==> config.mk <==
export PLATFORM = sky130hd
export DESIGN_NAME = usd_uart_shadow
export DESIGN_NICKNAME = d
export VERILOG_FILES = /design/src/inc/usd_pkg.sv /design/src/rtl/usd_fifo.sv /design/src/rtl/usd_serial.sv /design/src/rtl/usd_uart_shadow.sv
export SDC_FILE = /design/constraint.sdc
export NUM_CORES = 1
export LEC_CHECK = 0
export ABC_CLOCK_PERIOD_IN_PS = 4100
export CAP_MARGIN = 0
export CORE_MARGIN = 2
export CORE_UTILIZATION = 58
export DETAILED_ROUTE_END_ITERATION = 16
export DONT_BUFFER_PORTS = 1
export PLACE_DENSITY = 0.76
export SYNTH_ARGS = -nofsm -noshare
export SYNTH_HDL_FRONTEND = slang
export SYNTH_SLANG_ARGS = --single-unit
==> constraint.sdc <==
create_clock -name pclk -period 4.1 [get_ports pclk]
set_input_delay 1.23 -clock pclk [delete_from_list [all_inputs] [get_ports pclk]]
set_output_delay 1.23 -clock pclk [all_outputs]
set_load 0.03 [all_outputs]
==> src/inc/usd_pkg.sv <==
// Constants and types for the UART shadow data access block
package usd_pkg;
   localparam int ADDR_W = 32;
   localparam int DATA_W = 32;
   localparam int CHAR_W = 8;
   localparam int FIFO_DEPTH = 16;
   localparam int PTR_W = 4;
   localparam int CNT_W = 5;
   localparam int DIV_W = 16;
   localparam int BIT_IDX_W = 3;
   localparam int INT_W = 3;
   localparam logic [CNT_W-1:0] FIFO_FULL_CNT = 5'h10;
   localparam logic [BIT_IDX_W-1:0] LAST_BIT = 3'h7;
   localparam logic [ADDR_W-1:0] SHADOW_BASE = 32'h50001130;
   localparam logic [ADDR_W-1:0] SHADOW_2_ADDR = 32'h50001138;
   localparam logic [ADDR_W-1:0] SHADOW_3_ADDR = 32'h5000113c;
   localparam logic [ADDR_W-1:0] SHADOW_SPAN = 32'h00000040;
   localparam logic [ADDR_W-1:0] FIFO_CONTROL_ADDR = 32'h50001100;
   localparam logic [ADDR_W-1:0] LINE_STATUS_ADDR = 32'h50001104;
   localparam logic [ADDR_W-1:0] MODE_ADDR = 32'h50001108;
   localparam logic [ADDR_W-1:0] DIVISOR_ADDR = 32'h5000110c;
   localparam logic [ADDR_W-1:0] INT_STATUS_ADDR = 32'h50001110;
   localparam logic [ADDR_W-1:0] INT_MASK_ADDR = 32'h50001114;
   localparam int FCTL_EN_BIT = 0;
   localparam int MODE_IR_BIT = 0;
   localparam int LS_READY_BIT = 0;
   localparam int LS_OE_BIT = 1;
   localparam int LS_TX_EMPTY_BIT = 5;
   localparam int INT_RX_BIT = 0;
   localparam int INT_OE_BIT = 1;
   localparam int INT_TXE_BIT = 2;
   localparam logic [DIV_W-1:0] DIV_RESET = 16'h0364;
   localparam logic [DIV_W-1:0] DIV_MIN = 16'h0004;
   localparam logic [DATA_W-1:0] ZERO_WORD = 32'h00000000;
   typedef enum logic [3:0] {
      SER_IDLE = 4'b0001,
      SER_START = 4'b0010,
      SER_DATA = 4'b0100,
      SER_STOP = 4'b1000
   } usd_ser_t;
endpackage : usd_pkg

==> src/rtl/usd_fifo.sv <==
// Character FIFO, instanced once for the receive path and once for the transmit path
`timescale 1ns/1ps
module usd_fifo
   import usd_pkg::*;
(
   input wire logic pclk,
   input wire logic presetn,
   input wire logic flush,
   input wire logic push,
   input wire logic pop,
   input wire logic [CHAR_W-1:0] wdata,
   output logic [CHAR_W-1:0] rdata,
   output logic full,
   output logic empty,
   output logic [CNT_W-1:0] count
);
   logic [CHAR_W-1:0] mem [FIFO_DEPTH];
   logic [PTR_W-1:0] wptr_reg;
   logic [PTR_W-1:0] rptr_reg;
   logic [CNT_W-1:0] cnt_reg;
   wire do_pop = pop && !empty;
   // Push into a full FIFO only when a pop frees a slot in the same cycle
   wire do_push = push && (!full || do_pop);

   assign full = cnt_reg == FIFO_FULL_CNT;
   assign empty = cnt_reg == '0;
   assign count = cnt_reg;
   assign rdata = mem[rptr_reg];

   always_ff @(posedge pclk) begin
      if (do_push) begin
         mem[wptr_reg] <= wdata;
      end
   end

   always_ff @(posedge pclk or negedge presetn) begin
      if (!presetn) begin
         wptr_reg <= '0;
         rptr_reg <= '0;
         cnt_reg <= '0;
      end else if (flush) begin
         wptr_reg <= '0;
         rptr_reg <= '0;
         cnt_reg <= '0;
      end else begin
         wptr_reg <= wptr_reg + PTR_W'(do_push);
         rptr_reg <= rptr_reg + PTR_W'(do_pop);
         cnt_reg <= cnt_reg + CNT_W'(do_push) - CNT_W'(do_pop);
      end
   end
endmodule : usd_fifo

==> src/rtl/usd_serial.sv <==
// 8N1 serial shifter pair with infrared pulse mode
`timescale 1ns/1ps
module usd_serial
   import usd_pkg::*;
(
   input wire logic pclk,
   input wire logic presetn,
   input wire logic [DIV_W-1:0] divisor,
   input wire logic ir_mode,
   input wire logic tx_valid,
   input wire logic [CHAR_W-1:0] tx_data,
   output logic tx_take,
   output logic rx_valid,
   output logic [CHAR_W-1:0] rx_data,
   input wire logic sin,
   input wire logic sir_in,
   output logic sout,
   output logic sir_out_n
);
   usd_ser_t tx_st_reg;
   usd_ser_t rx_st_reg;
   logic [DIV_W-1:0] tx_cnt_reg;
   logic [DIV_W-1:0] rx_cnt_reg;
   logic [DIV_W-1:0] ir_cnt_reg;
   logic [BIT_IDX_W-1:0] tx_bit_reg;
   logic [BIT_IDX_W-1:0] rx_bit_reg;
   logic [CHAR_W-1:0] tx_sh_reg;
   logic [CHAR_W-1:0] rx_sh_reg;
   logic tx_level;
   wire [DIV_W-1:0] period = (divisor < DIV_MIN) ? DIV_MIN : divisor;
   wire [DIV_W-1:0] reload = period - DIV_W'(1);
   wire tx_end = tx_cnt_reg == '0;
   wire rx_end = rx_cnt_reg == '0;
   // Infrared pulse occupies the first quarter of a zero bit
   wire ir_pulse = tx_cnt_reg >= (period - (period >> 2));
   // A short infrared pulse is stretched to a bit so mid-bit sampling sees it
   wire rx_line = ir_mode ? !(sir_in || ir_cnt_reg != '0) : sin;

   assign tx_take = (tx_st_reg == SER_IDLE) && tx_valid;

   always_comb begin
      case (tx_st_reg)
         SER_START: tx_level = 1'b0;
         SER_DATA: tx_level = tx_sh_reg[0];
         default: tx_level = 1'b1;
      endcase
   end

   always_ff @(posedge pclk or negedge presetn) begin
      if (!presetn) begin
         sout <= 1'b1;
         sir_out_n <= 1'b1;
      end else begin
         sout <= ir_mode || tx_level;
         sir_out_n <= !(ir_mode && !tx_level && ir_pulse);
      end
   end

   always_ff @(posedge pclk or negedge presetn) begin
      if (!presetn) begin
         tx_st_reg <= SER_IDLE;
         tx_cnt_reg <= '0;
         tx_bit_reg <= '0;
         tx_sh_reg <= '0;
      end else begin
         tx_cnt_reg <= tx_end ? reload : tx_cnt_reg - DIV_W'(1);
         case (tx_st_reg)
            SER_IDLE: if (tx_valid) begin
               tx_st_reg <= SER_START;
               tx_sh_reg <= tx_data;
               tx_cnt_reg <= reload;
            end
            SER_START: if (tx_end) begin
               tx_st_reg <= SER_DATA;
               tx_bit_reg <= '0;
            end
            SER_DATA: if (tx_end) begin
               tx_sh_reg <= tx_sh_reg >> 1;
               tx_bit_reg <= tx_bit_reg + BIT_IDX_W'(1);
               if (tx_bit_reg == LAST_BIT) begin
                  tx_st_reg <= SER_STOP;
               end
            end
            SER_STOP: if (tx_end) begin
               tx_st_reg <= SER_IDLE;
            end
            default: tx_st_reg <= SER_IDLE;
         endcase
      end
   end

   always_ff @(posedge pclk or negedge presetn) begin
      if (!presetn) begin
         ir_cnt_reg <= '0;
      end else if (sir_in) begin
         ir_cnt_reg <= reload;
      end else if (ir_cnt_reg != '0) begin
         ir_cnt_reg <= ir_cnt_reg - DIV_W'(1);
      end
   end

   always_ff @(posedge pclk or negedge presetn) begin
      if (!presetn) begin
         rx_st_reg <= SER_IDLE;
         rx_cnt_reg <= '0;
         rx_bit_reg <= '0;
         rx_sh_reg <= '0;
         rx_data <= '0;
         rx_valid <= 1'b0;
      end else begin
         rx_valid <= 1'b0;
         rx_cnt_reg <= rx_end ? reload : rx_cnt_reg - DIV_W'(1);
         case (rx_st_reg)
            SER_IDLE: if (!rx_line) begin
               rx_st_reg <= SER_START;
               rx_cnt_reg <= period >> 1;
            end
            SER_START: if (rx_end) begin
               rx_st_reg <= rx_line ? SER_IDLE : SER_DATA;
               rx_bit_reg <= '0;
            end
            SER_DATA: if (rx_end) begin
               rx_sh_reg <= {rx_line, rx_sh_reg[CHAR_W-1:1]};
               rx_bit_reg <= rx_bit_reg + BIT_IDX_W'(1);
               if (rx_bit_reg == LAST_BIT) begin
                  rx_st_reg <= SER_STOP;
               end
            end
            SER_STOP: if (rx_end) begin
               // Framing errors drop the character
               rx_st_reg <= SER_IDLE;
               rx_valid <= rx_line;
               rx_data <= rx_sh_reg;
            end
            default: rx_st_reg <= SER_IDLE;
         endcase
      end
   end
endmodule : usd_serial

==> src/rtl/usd_uart_shadow.sv <==
// APB slave for UART shadow data access with receive and transmit paths
`timescale 1ns/1ps
module usd_uart_shadow
   import usd_pkg::*;
(
   input wire logic pclk,
   input wire logic presetn,
   input wire logic [ADDR_W-1:0] paddr,
   input wire logic psel,
   input wire logic penable,
   input wire logic pwrite,
   input wire logic [DATA_W-1:0] pwdata,
   input wire logic [3:0] pstrb,
   output logic [DATA_W-1:0] prdata,
   output logic pready,
   output logic pslverr,
   input wire logic sin,
   input wire logic sir_in,
   output logic sout,
   output logic sir_out_n,
   output logic irq
);
   function automatic logic addr_is(input logic [ADDR_W-1:0] a,
                                    input logic [ADDR_W-1:0] b);
      addr_is = a == b;
   endfunction : addr_is

   logic fifo_en_reg;
   logic ir_mode_reg;
   logic [DIV_W-1:0] divisor_reg;
   logic overrun_reg;
   logic [INT_W-1:0] int_status_reg;
   logic [INT_W-1:0] int_mask_reg;
   logic [DATA_W-1:0] prdata_reg;
   logic rd_valid_reg;
   logic slverr_reg;
   logic tx_empty_dly_reg;

   logic [CHAR_W-1:0] rx_head;
   logic rx_fifo_full;
   logic rx_fifo_empty;
   logic [CHAR_W-1:0] tx_head;
   logic tx_fifo_full;
   logic tx_fifo_empty;
   logic tx_take;
   logic rx_valid;
   logic [CHAR_W-1:0] rx_char;

   // Address decode
   wire shadow_hit = (paddr >= SHADOW_BASE) &&
                     (paddr < SHADOW_BASE + SHADOW_SPAN) &&
                     (paddr[1:0] == 2'b00);
   wire fctl_hit = addr_is(paddr, FIFO_CONTROL_ADDR);
   wire lstat_hit = addr_is(paddr, LINE_STATUS_ADDR);
   wire mode_hit = addr_is(paddr, MODE_ADDR);
   wire div_hit = addr_is(paddr, DIVISOR_ADDR);
   wire istat_hit = addr_is(paddr, INT_STATUS_ADDR);
   wire imask_hit = addr_is(paddr, INT_MASK_ADDR);
   wire mapped = shadow_hit || fctl_hit || lstat_hit || mode_hit ||
                 div_hit || istat_hit || imask_hit;

   // No wait states: setup cycle loads read data, access cycle completes
   wire setup = psel && !penable;
   wire access = psel && penable;
   wire wr_lo = access && pwrite && pstrb[0] && !slverr_reg;
   wire wr_hi = access && pwrite && pstrb[1] && !slverr_reg;
   wire rd_acc = access && !pwrite && !slverr_reg;

   // Non-FIFO mode behaves as a one-entry buffer
   wire rx_full = fifo_en_reg ? rx_fifo_full : !rx_fifo_empty;
   wire tx_full = fifo_en_reg ? tx_fifo_full : !tx_fifo_empty;
   wire rx_overrun = rx_valid && rx_full;
   wire rx_overwrite = rx_overrun && !fifo_en_reg;
   wire rx_push = rx_valid && (!rx_full || !fifo_en_reg);
   // A read pops only what was at the head when its data was captured
   wire rx_pop = (rd_acc && shadow_hit && rd_valid_reg) ||
                 rx_overwrite;
   wire tx_wr = wr_lo && shadow_hit;
   wire tx_overwrite = tx_wr && !fifo_en_reg && !tx_fifo_empty &&
                       !tx_take;
   // Non-FIFO holding slot freed by the shifter this cycle still takes the write
   wire tx_push = tx_wr && (!tx_full || tx_overwrite ||
                            (tx_take && !fifo_en_reg));
   wire tx_pop = tx_take || tx_overwrite;
   wire tx_holding_empty = tx_fifo_empty;
   wire rx_data_ready = !rx_fifo_empty;
   wire fifo_toggle = wr_lo && fctl_hit &&
                      (pwdata[FCTL_EN_BIT] != fifo_en_reg);

   wire [DATA_W-1:0] line_status_word =
      ZERO_WORD | (DATA_W'(rx_data_ready) << LS_READY_BIT) |
      (DATA_W'(overrun_reg) << LS_OE_BIT) |
      (DATA_W'(tx_holding_empty) << LS_TX_EMPTY_BIT);
   wire [INT_W-1:0] int_events = (INT_W'(rx_push) << INT_RX_BIT) |
      (INT_W'(rx_overrun) << INT_OE_BIT) |
      (INT_W'(tx_holding_empty && !tx_empty_dly_reg) << INT_TXE_BIT);
   wire [INT_W-1:0] int_clear = (wr_lo && istat_hit) ?
                                pwdata[INT_W-1:0] : '0;

   logic [DATA_W-1:0] rd_word;
   always_comb begin
      rd_word = ZERO_WORD;
      if (shadow_hit) begin
         rd_word = {{(DATA_W-CHAR_W){1'b0}}, rx_head};
      end else if (fctl_hit) begin
         rd_word = DATA_W'(fifo_en_reg) << FCTL_EN_BIT;
      end else if (lstat_hit) begin
         rd_word = line_status_word;
      end else if (mode_hit) begin
         rd_word = DATA_W'(ir_mode_reg) << MODE_IR_BIT;
      end else if (div_hit) begin
         rd_word = DATA_W'(divisor_reg);
      end else if (istat_hit) begin
         rd_word = DATA_W'(int_status_reg);
      end else if (imask_hit) begin
         rd_word = DATA_W'(int_mask_reg);
      end
   end

   assign pready = penable;
   assign pslverr = penable && slverr_reg;
   assign prdata = prdata_reg;
   assign irq = |(int_status_reg & int_mask_reg);

   always_ff @(posedge pclk or negedge presetn) begin
      if (!presetn) begin
         prdata_reg <= ZERO_WORD;
         rd_valid_reg <= 1'b0;
         slverr_reg <= 1'b0;
      end else if (setup) begin
         prdata_reg <= pwrite ? ZERO_WORD : rd_word;
         // An overwrite at this edge leaves the new char for the next read
         rd_valid_reg <= rx_data_ready && !rx_overwrite;
         slverr_reg <= !mapped;
      end
   end

   always_ff @(posedge pclk or negedge presetn) begin
      if (!presetn) begin
         fifo_en_reg <= 1'b0;
         ir_mode_reg <= 1'b0;
         divisor_reg <= DIV_RESET;
         int_mask_reg <= '0;
      end else begin
         if (wr_lo && fctl_hit) begin
            fifo_en_reg <= pwdata[FCTL_EN_BIT];
         end
         if (wr_lo && mode_hit) begin
            ir_mode_reg <= pwdata[MODE_IR_BIT];
         end
         if (div_hit) begin
            divisor_reg[CHAR_W-1:0] <= wr_lo ? pwdata[CHAR_W-1:0] :
                                       divisor_reg[CHAR_W-1:0];
            divisor_reg[DIV_W-1:CHAR_W] <= wr_hi ?
               pwdata[DIV_W-1:CHAR_W] : divisor_reg[DIV_W-1:CHAR_W];
         end
         if (wr_lo && imask_hit) begin
            int_mask_reg <= pwdata[INT_W-1:0];
         end
      end
   end

   // Flags set by hardware win over a clear in the same cycle
   always_ff @(posedge pclk or negedge presetn) begin
      if (!presetn) begin
         overrun_reg <= 1'b0;
         int_status_reg <= '0;
         tx_empty_dly_reg <= 1'b1;
      end else begin
         overrun_reg <= rx_overrun ||
                        (overrun_reg && !(rd_acc && lstat_hit));
         int_status_reg <= int_events | (int_status_reg & ~int_clear);
         tx_empty_dly_reg <= tx_holding_empty;
      end
   end

   usd_fifo u_rx_fifo (
      .pclk(pclk),
      .presetn(presetn),
      .flush(fifo_toggle),
      .push(rx_push),
      .pop(rx_pop),
      .wdata(rx_char),
      .rdata(rx_head),
      .full(rx_fifo_full),
      .empty(rx_fifo_empty),
      .count()
   );

   usd_fifo u_tx_fifo (
      .pclk(pclk),
      .presetn(presetn),
      .flush(fifo_toggle),
      .push(tx_push),
      .pop(tx_pop),
      .wdata(pwdata[CHAR_W-1:0]),
      .rdata(tx_head),
      .full(tx_fifo_full),
      .empty(tx_fifo_empty),
      .count()
   );

   usd_serial u_serial (
      .pclk(pclk),
      .presetn(presetn),
      .divisor(divisor_reg),
      .ir_mode(ir_mode_reg),
      .tx_valid(!tx_fifo_empty),
      .tx_data(tx_head),
      .tx_take(tx_take),
      .rx_valid(rx_valid),
      .rx_data(rx_char),
      .sin(sin),
      .sir_in(sir_in),
      .sout(sout),
      .sir_out_n(sir_out_n)
   );
endmodule : usd_uart_shadow

## After elaboration in Yosys (flattened, before gate mapping)

Memories as Yosys holds them, arrays and structs flattened.
Cells that the tools add are included.
Widths: inputs -> output; s select.

| word-level totals | value |
|---|---|
| bits in latches | 0 |
| ROM bits | 0 |
| bits in writable memories | 256 |
| input port bits | 75 |
| memories kept | 2 |
| output and inout bits | 37 |
| logic and storage cells | 237 |
| bits in registers | 175 |

Memories:

| name | words | width | rd ports | clocked after memory_dff | write ports | RTL line | text |
|---|---|---|---|---|---|---|---|
| u_rx_fifo.mem | 16 | 8 | 1 | 0 | 1 | usd_fifo.sv:17 | `logic [CHAR_W-1:0] mem [FIFO_DEPTH];` |
| u_tx_fifo.mem | 16 | 8 | 1 | 0 | 1 | usd_fifo.sv:17 |  |

| operators by class | value |
|---|---|
| equal/unequal tests | 29 |
| shift operators | 0 |
| reductions and logical operators | 93 |
| div/mod/pow operators | 0 |
| add/subtract/negate cells | 15 |
| bitwise logic cells | 8 |
| mux-type cells | 56 |
| multiply operators | 0 |
| order comparisons | 4 |

Operator list:

| cell | number |
|---|---|
| $eq 32x31->1 const B | 6 |
| $mux 16 | 10 |
| $mux 32 | 5 |
| $sub 16x1->16 const B | 4 |
| $mux 4 | 14 |
| $logic_and 1x1->1 | 39 |
| $ge 32x31->1 const B | 1 |
| $logic_not 16->1 | 2 |
| $lt 32x31->1 const B | 1 |
| $pmux 4 s4 | 2 |
| $mux 3 | 8 |
| $logic_not 1->1 | 18 |
| $add 4x1->4 | 4 |
| $ge 16x16->1 | 1 |
| $logic_or 1x1->1 | 16 |
| $lt 16x3->1 const B | 1 |
| $mux 8 | 2 |
| $ne 2x1->1 const B | 8 |
| $pmux 8 s2 | 1 |
| $reduce_bool 16->1 | 1 |
| $sub 16x14->16 | 1 |
| $pmux 3 s2 | 2 |
| $add 5x1->5 | 2 |
| $eq 5x5->1 const B | 2 |
| 25 further kinds | 54 |

## Depth between registers and ports, before layout

Gate-level depths: netlist of the first run.

| logic depth | value |
|---|---|
| depth in word-level cells | 15 |
| mapped depth | 20 |
| depth with buffers taken out | 19 |

## Hierarchy

Synthesis of the first run repeated with hierarchy kept, for this count alone.

| second synthesis, totals | value |
|---|---|
| cell total of the unflattened synthesis | 1,479 |
| area total of the unflattened synthesis | 19,940.4 um^2 |

By module, submodules not included:

| module | cells each | sequential area each (um^2) | area each (um^2) | times used |
|---|---|---|---|---|
| usd_serial | 699 | 2,232.1 | 6,236.0 | 1 |
| usd_fifo (u_rx_fifo) | 290 | 4,169.0 | 5,701.7 | 1 |
| usd_fifo (u_tx_fifo) | 290 | 4,169.0 | 5,679.2 | 1 |
| usd_uart_shadow | 200 | 1,108.6 | 2,323.5 | 1 |

## Least setup slack after synthesis of the first run

OpenSTA, ideal clock, no wires.

| timing path | value |
|---|---|
| path type | register to register |
| start point | register divisor_reg[14] |
| end point | register u_serial.sir_out_n |
| slack | -215 ps |
| data arrival time | 4,217 ps |
| cell stages (with the launch flop) | 20 |
| required time | 4,002 ps |
| library setup time | 98 ps |
| clock period less this slack | 4,315 ps |
| buffers on the path | 1 |
| cell sequence | dfrtp_1 clkbuf_1 or4_1 nor4_2 nand2_1 nand2_1 ha_1 inv_1 fa_1 a211oi_1 nor2_1 o21ai_0 nor2_1 nor2_1 xor2_1 ha_1 nand4_1 or4_1 a21oi_1 o2111ai_1 |

| between the ends | value |
|---|---|
| cells in the longest elaborated chain, start to end | 6 |

Ends and longest elaborated chain:

| element | RTL line | text |
|---|---|---|
| from (decl) | usd_uart_shadow.sv:30 | `logic [DIV_W-1:0] divisor_reg;` |
| from (signal, indexed assignment) | usd_uart_shadow.sv:152 | `divisor_reg[CHAR_W-1:0] <= wr_lo ? pwdata[CHAR_W-1:0] :` |
| from (signal, indexed assignment) | usd_uart_shadow.sv:154 | `divisor_reg[DIV_W-1:CHAR_W] <= wr_hi ?` |
| $lt 16x3->1 | usd_serial.sv:30 | `wire [DIV_W-1:0] period = (divisor < DIV_MIN) ? DIV_MIN : divisor;` |
| $mux 16 (*) | usd_serial.sv:30 |  |
| $sub 16x14->16 (*) | usd_serial.sv:35 | `wire ir_pulse = tx_cnt_reg >= (period - (period >> 2));` |
| $ge 16x16->1 (*) | usd_serial.sv:35 |  |
| $logic_and 1x1->1 (*) | usd_serial.sv:55 | `sir_out_n <= !(ir_mode && !tx_level && ir_pulse);` |
| $logic_not 1->1 (*) | usd_serial.sv:55 |  |
| to (signal assigned) | usd_serial.sv:55 |  |
| to (decl) | usd_serial.sv:18 | `output logic sir_out_n` |

Every way passes the cells marked *; elsewhere a longest branch is shown, timed or not.
A chain may end at the register's enable or synchronous reset.

## Worst setup path in the final report of the first run

| timing path | value |
|---|---|
| start point | register divisor_reg[9] |
| end point | register u_serial.sir_out_n |

The elaborated chain is that of the path after synthesis.

==> summary.txt, run 1 <==
initial drt markers: 856
DRC viols: 0
synth warn: 0
Core Util, Final: 0.652
slew margin rel.: 0.248
Die Footprint: 35300 sq um
core area: 33400 sq um
Cell Area, Synth: 19600 sq um
area grow syn2layout: 11.0%
Internal: 7.03 mW
vias in the first global route: 12082
max-slew violations: 0
WP data arrival: 4.77 ns
nets: 1592
I/O pin total: 112
Leakage: 8.30 nW
critical path class: register to register
Combinational Power Share: 0.076
Final Non-Filler Cells: 1936
FMAX: 231 MHz
Post-DP HPWL: 29200 um
net switching fraction of the power: 0.239
CTS buffer count: 43
post-route cell area: 21800 sq um
Seq/Total Area, Yosys: 0.595
worst slew pin tran: 1.12 ns
Clock Path Buffers: 3
mean area per synthesized cell: 13.8 sq um
port bufs: 0
predominant post-synthesis flop cell: edfxtp_1
DR WL/cell: 22.3 um
# rows: 67
status: finished with violations
Final WS setup: -0.229 ns
Post-synth ARST share: 0.383
Peak VDD IR: 0.000376 V
starting density of the core: 0.587
sequential power share: 0.507
DR WL met2: 22000 um
kind of end point of the critical path: register
clock share of power: 0.417
Final Hold Viols: 0
HP Class: primary input to async pin
Startpoint Class: register
Die H: 188 um
first-pass GRT wire length: 68500 um
DRT antenna net count: 0
H-tree levels: 2
clock sink total: 415
Post-Syn Instances: 1423
DRT Pass-1 Iters: 6
most frequent cells in the layout: edfxtp_1, dfrtp_1, nor2_1
CTS tree: built
critical path peak fanout: 3
initial antenna violation count: 0
dpl ws: -0.237 ns
via count: 11784
largest net degree at the start of global routing: 160
RSZ-0062 raised after global routing: yes
M1 WL: 17300 um
Ant. Diodes: 0
CTS root buf: clkbuf_16
Power Density: 424 nW/um^2
Post-synth EDFFs: 256
skew final: 0.0246 ns
Cell variety after synth: 76
most common cell after layout, fill and taps aside: edfxtp_1
Switch Pwr: 2.21 mW
Max-Cap Viols: 0
WP data required: 4.54 ns
Avg Vias per Cell: 6.09
Die Wd: 188 um
DP Area: 20300 sq um
global route overflow: 0
Post-Route WL: 43100 um
GRT Total Usage: 0.252
fin crit period: 4.33 ns
clk_lat worst skew: 0.56 ns
failing checks: setup timing
layout cells sized above 1: 0.215
met3 WL: 2570 um
Final Setup Violations: 1
Regs by FF count: u_rx_fifo.mem x128, u_tx_fifo.mem x128
fin crit share: 1.06
Yosys reg bits: 415
routability cong.: 0.857
Reg clk slew, reported paths: 0.07 ns
top layer in use: met4
placed cells: 1850
-- worst paths after layout --
check,startpoint,endpoint,slack [ns],cells after the start
setup / recovery,divisor_reg[9],u_serial.sir_out_n,-0.23,19
hold / removal,presetn,u_serial.tx_sh_reg[5],0.37,0
setup reg to reg,divisor_reg[9],u_serial.sir_out_n,-0.23,19
hold reg to reg,rd_valid_reg,rd_valid_reg,0.48,2
max in group asynchronous,presetn,u_serial.rx_st_reg[0],3.36,0
min in group pclk,rd_valid_reg,rd_valid_reg,0.48,2
-- through the flow --
stage	hold slack, ns	power, mW	TNS [ns]
finish	0.368	9.24	-0.229
floorplan	0.448	5.38	0
detailed placement	0.468	5.46	-0.237
CTS	0.348	9.31	-0.227
global placement	0.461	5.43	-0.156
global route	0.352	9.57	-0.415
-- layer usage --
metal | vias up | GRT usage
met3 | 84 | 0.0462
met4 | 0 | 0.0796
li1 | 5366 | -
met2 | 350 | 0.430
met1 | 5984 | 0.329
met5 | - | 0
-- kinds of logic after synthesis --
logic type | after synthesis | share of synthesized area
AO/OA/AOI/OAI | 183 | 0.0660
flip-flops | 415 | 0.595
other | 1 | 0.000191
buffers and inverters | 145 | 0.0339
AND/OR/NAND/NOR | 399 | 0.104
XOR/XNOR | 74 | 0.0330
adder cells (fa/ha/maj) | 63 | 0.0413
multiplexers | 143 | 0.126
-- cell type report --
cell class,instances,area [sq um]
clock buffer,49,1100
timing repair buffer,67,503
sequential,415,11700
inverter,49,184
multi-input combinational,878,7480
fill,2330,11600
clock inverter,30,297
tap,448,561
-- critical path, stage by stage, from the launching register on --
cell       delay, ns
dfstp_2         0.37
or4_4           0.57
nor4_4          0.36
buf_4           0.19
a21oi_4         0.05
inv_2           0.09
ha_4            0.13
inv_2           0.04
fa_2            0.38
a211oi_4        0.25
nor2_2          0.08
o21ai_2         0.19
nor2_1          0.07
nor2_1          0.12
xor2_1          0.08
ha_1            0.30
nand4_1         0.12
or4_4           0.56
a21oi_2         0.14
o2111ai_2       0.14
-- synthesized netlist by cell type, drive strengths merged (20+ instances only) --
cell      n  area, sq um
mux4     80         1800
edfxtp  256         7690
nand2b   20          125
xor2     30          263
nor2    135          509
nand2    62          233
xnor2    44          385
nor2b    23          144
buf      41          275
a21oi    43          215
nand3    24          130
clkbuf   55          206
dfrtp   149         3730
ha       60          751
nor3     39          205
o21ai    34          170
mux2     40          450
inv      49          184
mux2i    23          230
-- timing repair --
item / CTS / global route
hold buffers: 0 / 0
setup buffers: 1 / 6
pin swaps: 9 / 19
gates resized for setup: 6 / 18
setup endpoints to repair: 1 / 1
-- power by group through the flow --
stage	logic [mW]	clock network, mW	registers, mW
floorplan	0.663	0	4.72
global placement	0.668	0	4.76
detailed placement	0.691	0	4.77
CTS	0.712	3.91	4.68
global route	0.800	4.07	4.71
finish	0.705	3.85	4.69
Power figures use the tool's default switching activity.
==> run 2: changes to the inputs <==
--- a/config.mk
+++ b/config.mk
@@ -5,13 +5,13 @@
 export SDC_FILE = /design/constraint.sdc
 export NUM_CORES = 1
 export LEC_CHECK = 0
+export ABC_AREA = 1
 export ABC_CLOCK_PERIOD_IN_PS = 4100
 export CAP_MARGIN = 0
 export CORE_MARGIN = 2
-export CORE_UTILIZATION = 58
+export CORE_UTILIZATION = 40
 export DETAILED_ROUTE_END_ITERATION = 16
 export DONT_BUFFER_PORTS = 1
-export PLACE_DENSITY = 0.76
 export SYNTH_ARGS = -nofsm -noshare
 export SYNTH_HDL_FRONTEND = slang
 export SYNTH_SLANG_ARGS = --single-unit
==> run 2 against run 1 <==
  * The run now ends clean
  * Clock power increased by 14%
  * Design area grew 5.9%
  * Cell count grew 51%
  * Hold slack worse by 0.015 ns
  * Setup slack improved by 0.51 ns
  * Clock skew increased by 0.015 ns
  * Critical path type unchanged
==> summary.txt, run 2 <==
Avg Vias per Cell: 5.30
Hold Slack: 0.352 ns
share of the synthesized area in the top cell type: 0.372
FF-to-FF Start: divisor_reg[6]
status: finished, final reports clean
most frequent cells in the layout: nand2_1, edfxtp_1, nor2_1
filler cell count: 4780
worst slew pin tran: 0.997 ns
Reg2Reg Depth: 20
Crit. Startpoint: divisor_reg[6]
HP Class: primary input to async pin
synth warn: 0
area grow syn2layout: 11.8%
via count: 15533
R2R Path End: u_serial.sir_out_n
I/O pin total: 112
# rows: 83
Reg clk slew, reported paths: 0.06 ns
Cell variety after synth: 60
placed cells: 2847
post-synth top area cell: edfxtp_1
slew margin rel.: 0.335
fin crit period: 3.82 ns
clock sink total: 415
fin crit share: 0.932
setup slack, reg-to-reg: 0.28 ns
Post-Route WL: 53200 um
largest net degree at the start of global routing: 160
DRT antenna net count: 0
Final Hold Viols: 0
WP data required: 4.59 ns
first-pass GRT wire length: 83200 um
Post-DP HPWL: 36300 um
layout cells sized above 1: 0.0901
dpl ws: 0.0333 ns
Die H: 231 um
Area contributors post-synth: edfxtp_1, dfrtp_1, nand2_1, nor2_1, o21ai_0
most common cell after layout, fill and taps aside: nand2_1
clk_lat worst skew: 0.61 ns
core area: 51200 sq um
kind of end point of the critical path: register
RSZ-0062 raised after global routing: no
Post-synth EDFFs: 256
nets: 2353
starting density of the core: 0.403
vias in the first global route: 14749
DR WL/cell: 18.1 um
CTS root buf: clkbuf_16
Startpoint Class: register
routability cong.: 0.896
most frequent cell after synthesis: nand2_1
post-CTS setup buffers: 0
mean area per synthesized cell: 9.40 sq um
max-slew violations: 0
Seq/Total Area, Yosys: 0.566
Clock Path Buffers: 3
Regs by FF count: u_rx_fifo.mem x128, u_tx_fifo.mem x128
initial drt markers: 1325
Die Wd: 231 um
skew final: 0.0392 ns
Leakage: 9.79 nW
Max-Cap Viols: 0
port bufs: 0
post_cts resized: 0
FMAX: 262 MHz
initial antenna violation count: 0
setup TNS: 0 ns
top cells by count, synth: nand2_1, edfxtp_1, nor2_1, inv_1, o21ai_0
Final WS setup: 0.278 ns
hold buffers post-CTS: 0
predominant post-synthesis flop cell: edfxtp_1
GRT Total Usage: 0.199
WP data arrival: 4.31 ns
Post-synth ARST share: 0.383
Ant. Diodes: 0
critical path peak fanout: 5
Power Density: 437 nW/um^2
DRT Pass-1 Iters: 7
Cell Area, Synth: 20600 sq um
Yosys reg bits: 415
global route overflow: 0
critical path class: register to register
CTS buffer count: 46
H-tree levels: 2
Post-Syn Instances: 2196
Core Util, Final: 0.451
Die Footprint: 53400 sq um
Peak VDD IR: 0.000290 V
Final Non-Filler Cells: 2933
CTS tree: built
DRC viols: 0
Final Setup Violations: 0
[run 2: cell types whose count changed after synthesis, moves of 27 or more]
cell,previous run,this run
o21ai_0,33,169
xnor2_1,44,17
inv_1,49,218
nand2_1,62,434
nor2_1,134,249
mux4_2,80,0
a21oi_1,43,92
o21ai_1,1,50
nand3_1,22,150
o211ai_1,5,33
mux2_2,40,1
[run 2: how the worst max path moves through the flow]
stage / cells past startpoint / slack [ns] / to
2_1_floorplan: 17 / 0.40 / u_tx_fifo.count[4]
3_3_place_gp: 17 / 0.09 / u_serial.sir_out_n
3_5_place_dp: 19 / 0.03 / u_tx_fifo.count[4]
4_1_cts: 19 / 0.005 / u_serial.sir_out_n
5_1_grt: 20 / 0.02 / u_serial.sir_out_n
6_report: 20 / 0.28 / u_serial.sir_out_n
[run 2: where the power goes]
group / switching, mW / total [mW] / internal [mW]
registers: 0.107 / 4.68 / 4.57
clock network: 1.78 / 4.40 / 2.62
logic: 0.668 / 1.02 / 0.348
total: 2.55 / 10.1 / 7.54
[run 2: per-stage QoR]
stage / total power [mW] / area (sq um)
2_1_floorplan: 5.57 / 20700
3_3_place_gp: 5.74 / 21500
3_5_place_dp: 5.77 / 21500
4_1_cts: 10.2 / 23100
5_1_grt: 10.5 / 23100
6_report: 10.1 / 23100
[run 2: logic make-up (layout without fill, tap and decap cells)]
group	after synthesis	in the layout	share of synthesized area
flops	415	415	0.566
other cells	1	16	0.000182
simple gates	924	924	0.194
compound gates	397	397	0.106
buf+inv	335	377	0.0667
mux	11	11	0.00642
xor+xnor	50	50	0.0212
fa+ha+maj	63	63	0.0393
[run 2: layout make-up]
class / count / area [sq um] / share of cell area
flip-flops and latches: 415 / 11700 / 0.506
multi-input cells: 1461 / 7660 / 0.332
clock buffers: 56 / 1200 / 0.0519
inverters: 239 / 897 / 0.0389
well taps: 680 / 851 / 0.0369
clock inverters: 30 / 412 / 0.0178
repair buffers: 52 / 390 / 0.0169
[run 2: worst max-delay path, cell delays in order (launching register included)]
cell,delay [ns]
dfstp_2,0.37
nor2_1,0.32
nand2_2,0.18
nor2_2,0.16
nand2_4,0.10
nand2_1,0.17
inv_1,0.10
ha_1,0.28
nand3_1,0.08
nand2_1,0.14
a21oi_1,0.08
o21bai_1,0.28
nand3_1,0.12
nand4_1,0.11
xor2_1,0.08
ha_1,0.29
nand2_1,0.05
nor2_1,0.15
nand4_1,0.19
o311ai_2,0.35
nand2_1,0.09
[run 2: per-layer routing]
layer / up-vias / global-route usage / wire length (um)
li1: 7426 / - / -
met1: 7556 / 0.284 / 24500
met2: 465 / 0.317 / 24400
met3: 86 / 0.0253 / 2950
met4: 0 / 0.0639 / 1400
met5: - / 0 / 0
==> run 3: changes to the inputs <==
--- a/config.mk
+++ b/config.mk
@@ -14,4 +14,5 @@
 export DONT_BUFFER_PORTS = 1
 export SYNTH_ARGS = -nofsm -noshare
 export SYNTH_HDL_FRONTEND = slang
+export SYNTH_HIERARCHICAL = 1
 export SYNTH_SLANG_ARGS = --single-unit
==> run 3 against run 2 <==
  * Critical path depth up 2
  * Register-to-register slack better by 0.13 ns
  * Hold slack worse by 0.0073 ns
  * Synthesized cell count up 16%
  * Global-route usage up 0.052 points
  * Clock-buffer cell count up 1
==> summary.txt, run 3 <==
initial drt markers: 1267
via count: 16672
most common cell after layout, fill and taps aside: nand2_1
Area contributors post-synth: edfxtp_1, dfrtp_1, nand2_1, inv_1, nand3_1
Regs by FF count: u_rx_fifo/mem x128, u_tx_fifo/mem x128
max-slew violations: 0
# rows: 85
RSZ-0062 raised after global routing: no
WP data required: 4.60 ns
synth warn: 6
critical path peak fanout: 8
Combinational Power Share: 0.090
CTS buffer count: 46
hold buffers post-CTS: 0
Final Setup Violations: 0
dpl ws: -0.0121 ns
largest net degree at the start of global routing: 160
R2R Path End: u_serial/sir_out_n
nets: 2713
vias in the first global route: 16230
Avg Vias per Cell: 5.04
CTS tree: built
fin crit share: 0.901
clock share of power: 0.433
Post-Route WL: 56400 um
WP buf/inv: 3
most frequent cell after synthesis: nand2_1
Internal: 7.31 mW
port bufs: 0
Reg2Reg Depth: 22
Clock Path Buffers: 3
layout cells sized above 1: 0.0945
Final Hold Viols: 0
DP Area: 22800 sq um
slew margin rel.: 0.261
Cell variety after synth: 60
Die Wd: 238 um
critical-path cell list: nor2_1 > nand2_1 > nor2_2 > nand2_4 > inv_1 > nor2_1 > inv_1 > ha_1 > inv_1 > fa_1 > nand3_1 > nand2_1 > a21boi_1 > o21ai_0 > a21oi_1 > xor2_1 > ha_1 > nand2_1 > o21ai_0 > a21oi_1 > nand3_1 > nand3b_1
fin crit period: 3.69 ns
Final WS setup: 0.406 ns
sequential power share: 0.478
kind of end point of the critical path: register
I/O pin total: 112
share of the synthesized area in the top cell type: 0.350
DRT antenna net count: 0
skew final: 0.0411 ns
initial antenna violation count: 1
Power Density: 400 nW/um^2
Startpoint Class: register
post-synth top area cell: edfxtp_1
Post-synth ARST share: 0.383
Ant. Diodes: 0
Peak VDD IR: 0.000343 V
FF-to-FF Start: divisor_reg[11]
top cells by count, synth: nand2_1, inv_1, nand3_1, edfxtp_1, dfrtp_1
critical path class: register to register
setup slack, reg-to-reg: 0.41 ns
Reg clk slew, reported paths: 0.07 ns
worst slew pin tran: 1.11 ns
Die H: 238 um
filler cell count: 5209
clk_lat worst skew: 0.61 ns
Max-Cap Viols: 0
starting density of the core: 0.406
post-route cell area: 24300 sq um
Leakage: 11.4 nW
FMAX: 271 MHz
global route overflow: 0
core area: 54000 sq um
Post-DP HPWL: 39000 um
Crit path largest cell delay: 0.40 ns
Post-Syn Instances: 2538
HP Class: primary input to async pin
area grow syn2layout: 10.9%
first-pass GRT wire length: 88500 um
GRT Total Usage: 0.200
predominant post-synthesis flop cell: edfxtp_1
Yosys reg bits: 415
slowest CP cell: fa_1
Post-synth EDFFs: 256
H-tree levels: 2
clock sink total: 415
DRC viols: 0
Switch Pwr: 2.42 mW
Die Footprint: 56700 sq um
most frequent cells in the layout: nand2_1, inv_1, nand3_1
status: finished, final reports clean
routability cong.: 0.888
CP delay by family, top: simple AND/OR/NAND/NOR gates
Core Util, Final: 0.450
mean area per synthesized cell: 8.64 sq um
DR WL/cell: 17.0 um
Cell Area, Synth: 21900 sq um
WP data arrival: 4.20 ns
CTS root buf: clkbuf_16
net switching fraction of the power: 0.249
Seq/Total Area, Yosys: 0.532
DRT Pass-1 Iters: 6
## run 3: cells by family after synthesis
kind of cell | share of synthesized area
flops | 0.532
compound gates | 0.0567
simple gates | 0.252
mux | 0.00376
xor+xnor | 0.0156
buf+inv | 0.104
fa+ha+maj | 0.0358
other cells | 0.000171
## run 3: layout make-up
type,instances,area [sq um],share of cell area
Clock buffer,57,1220,0.0503
Clock inverter,29,300,0.0123
Inverter,432,1620,0.0666
Multi-Input combinational cell,1606,8060,0.331
Sequential cell,415,11700,0.480
Tap cell,696,871,0.0358
Timing Repair Buffer,76,571,0.0235
## run 3: power by group through the flow
stage               Clock [mW]  Combinational [mW]  Sequential (mW)
CTS                       4.31               0.867             4.64
global placement             0               0.835             4.72
finish                    4.21               0.873             4.65
detailed placement           0               0.858             4.72
floorplan                    0               0.730             4.71
global route              4.47               0.990             4.66
## run 3: metrics by stage
stage / total power, mW / setup TNS (ns) / instances / hold slack (ns)
floorplan: 5.44 / 0 / 2553 / 0.441
global placement: 5.56 / 0 / 3225 / 0.459
detailed placement: 5.58 / -0.0121 / 3225 / 0.470
CTS: 9.82 / 0 / 3311 / 0.303
finish: 9.73 / 0 / 3311 / 0.345
global route: 10.1 / 0 / 3311 / 0.335
## run 3: how the worst max path moves through the flow
stage          depth (start not counted)            start                 end  slack (ns)
2_1_floorplan                         18         paddr[0]  u_tx_fifo/count[4]        0.44
3_3_place_gp                          19         paddr[0]  u_tx_fifo/count[4]        0.05
3_5_place_dp                          21         paddr[0]  u_tx_fifo/count[4]       -0.01
4_1_cts                               22   divisor_reg[9]  u_serial/sir_out_n        0.19
5_1_grt                               25   divisor_reg[4]  u_serial/sir_out_n        0.04
6_report                              22  divisor_reg[11]  u_serial/sir_out_n        0.41
## run 3: worst reg2reg max path, cell delays in order, from the launching register on
cell      delay [ns]
dfrtp_1         0.38
nor2_1          0.15
nand2_1         0.12
nor2_2          0.16
nand2_4         0.11
inv_1           0.09
nor2_1          0.06
inv_1           0.07
ha_1            0.18
inv_1           0.06
fa_1            0.40
nand3_1         0.11
nand2_1         0.13
a21boi_1        0.25
o21ai_0         0.17
a21oi_1         0.19
xor2_1          0.19
ha_1            0.25
nand2_1         0.09
o21ai_0         0.09
a21oi_1         0.14
nand3_1         0.12
nand3b_1        0.09
## run 3: metal layers
metal  share of wire  up-vias  GRT usage
met2            0.46      452      0.329
li1                -     8249          -
met3           0.059      103     0.0344
met5               0        -          0
met4           0.036        0     0.0831
met1            0.44     7868      0.262
## run 3: timing repair
action                     4_1_cts  5_1_grt
setup endpoints to repair        0        1
setup buffers                    0        0
resized for setup                0        6
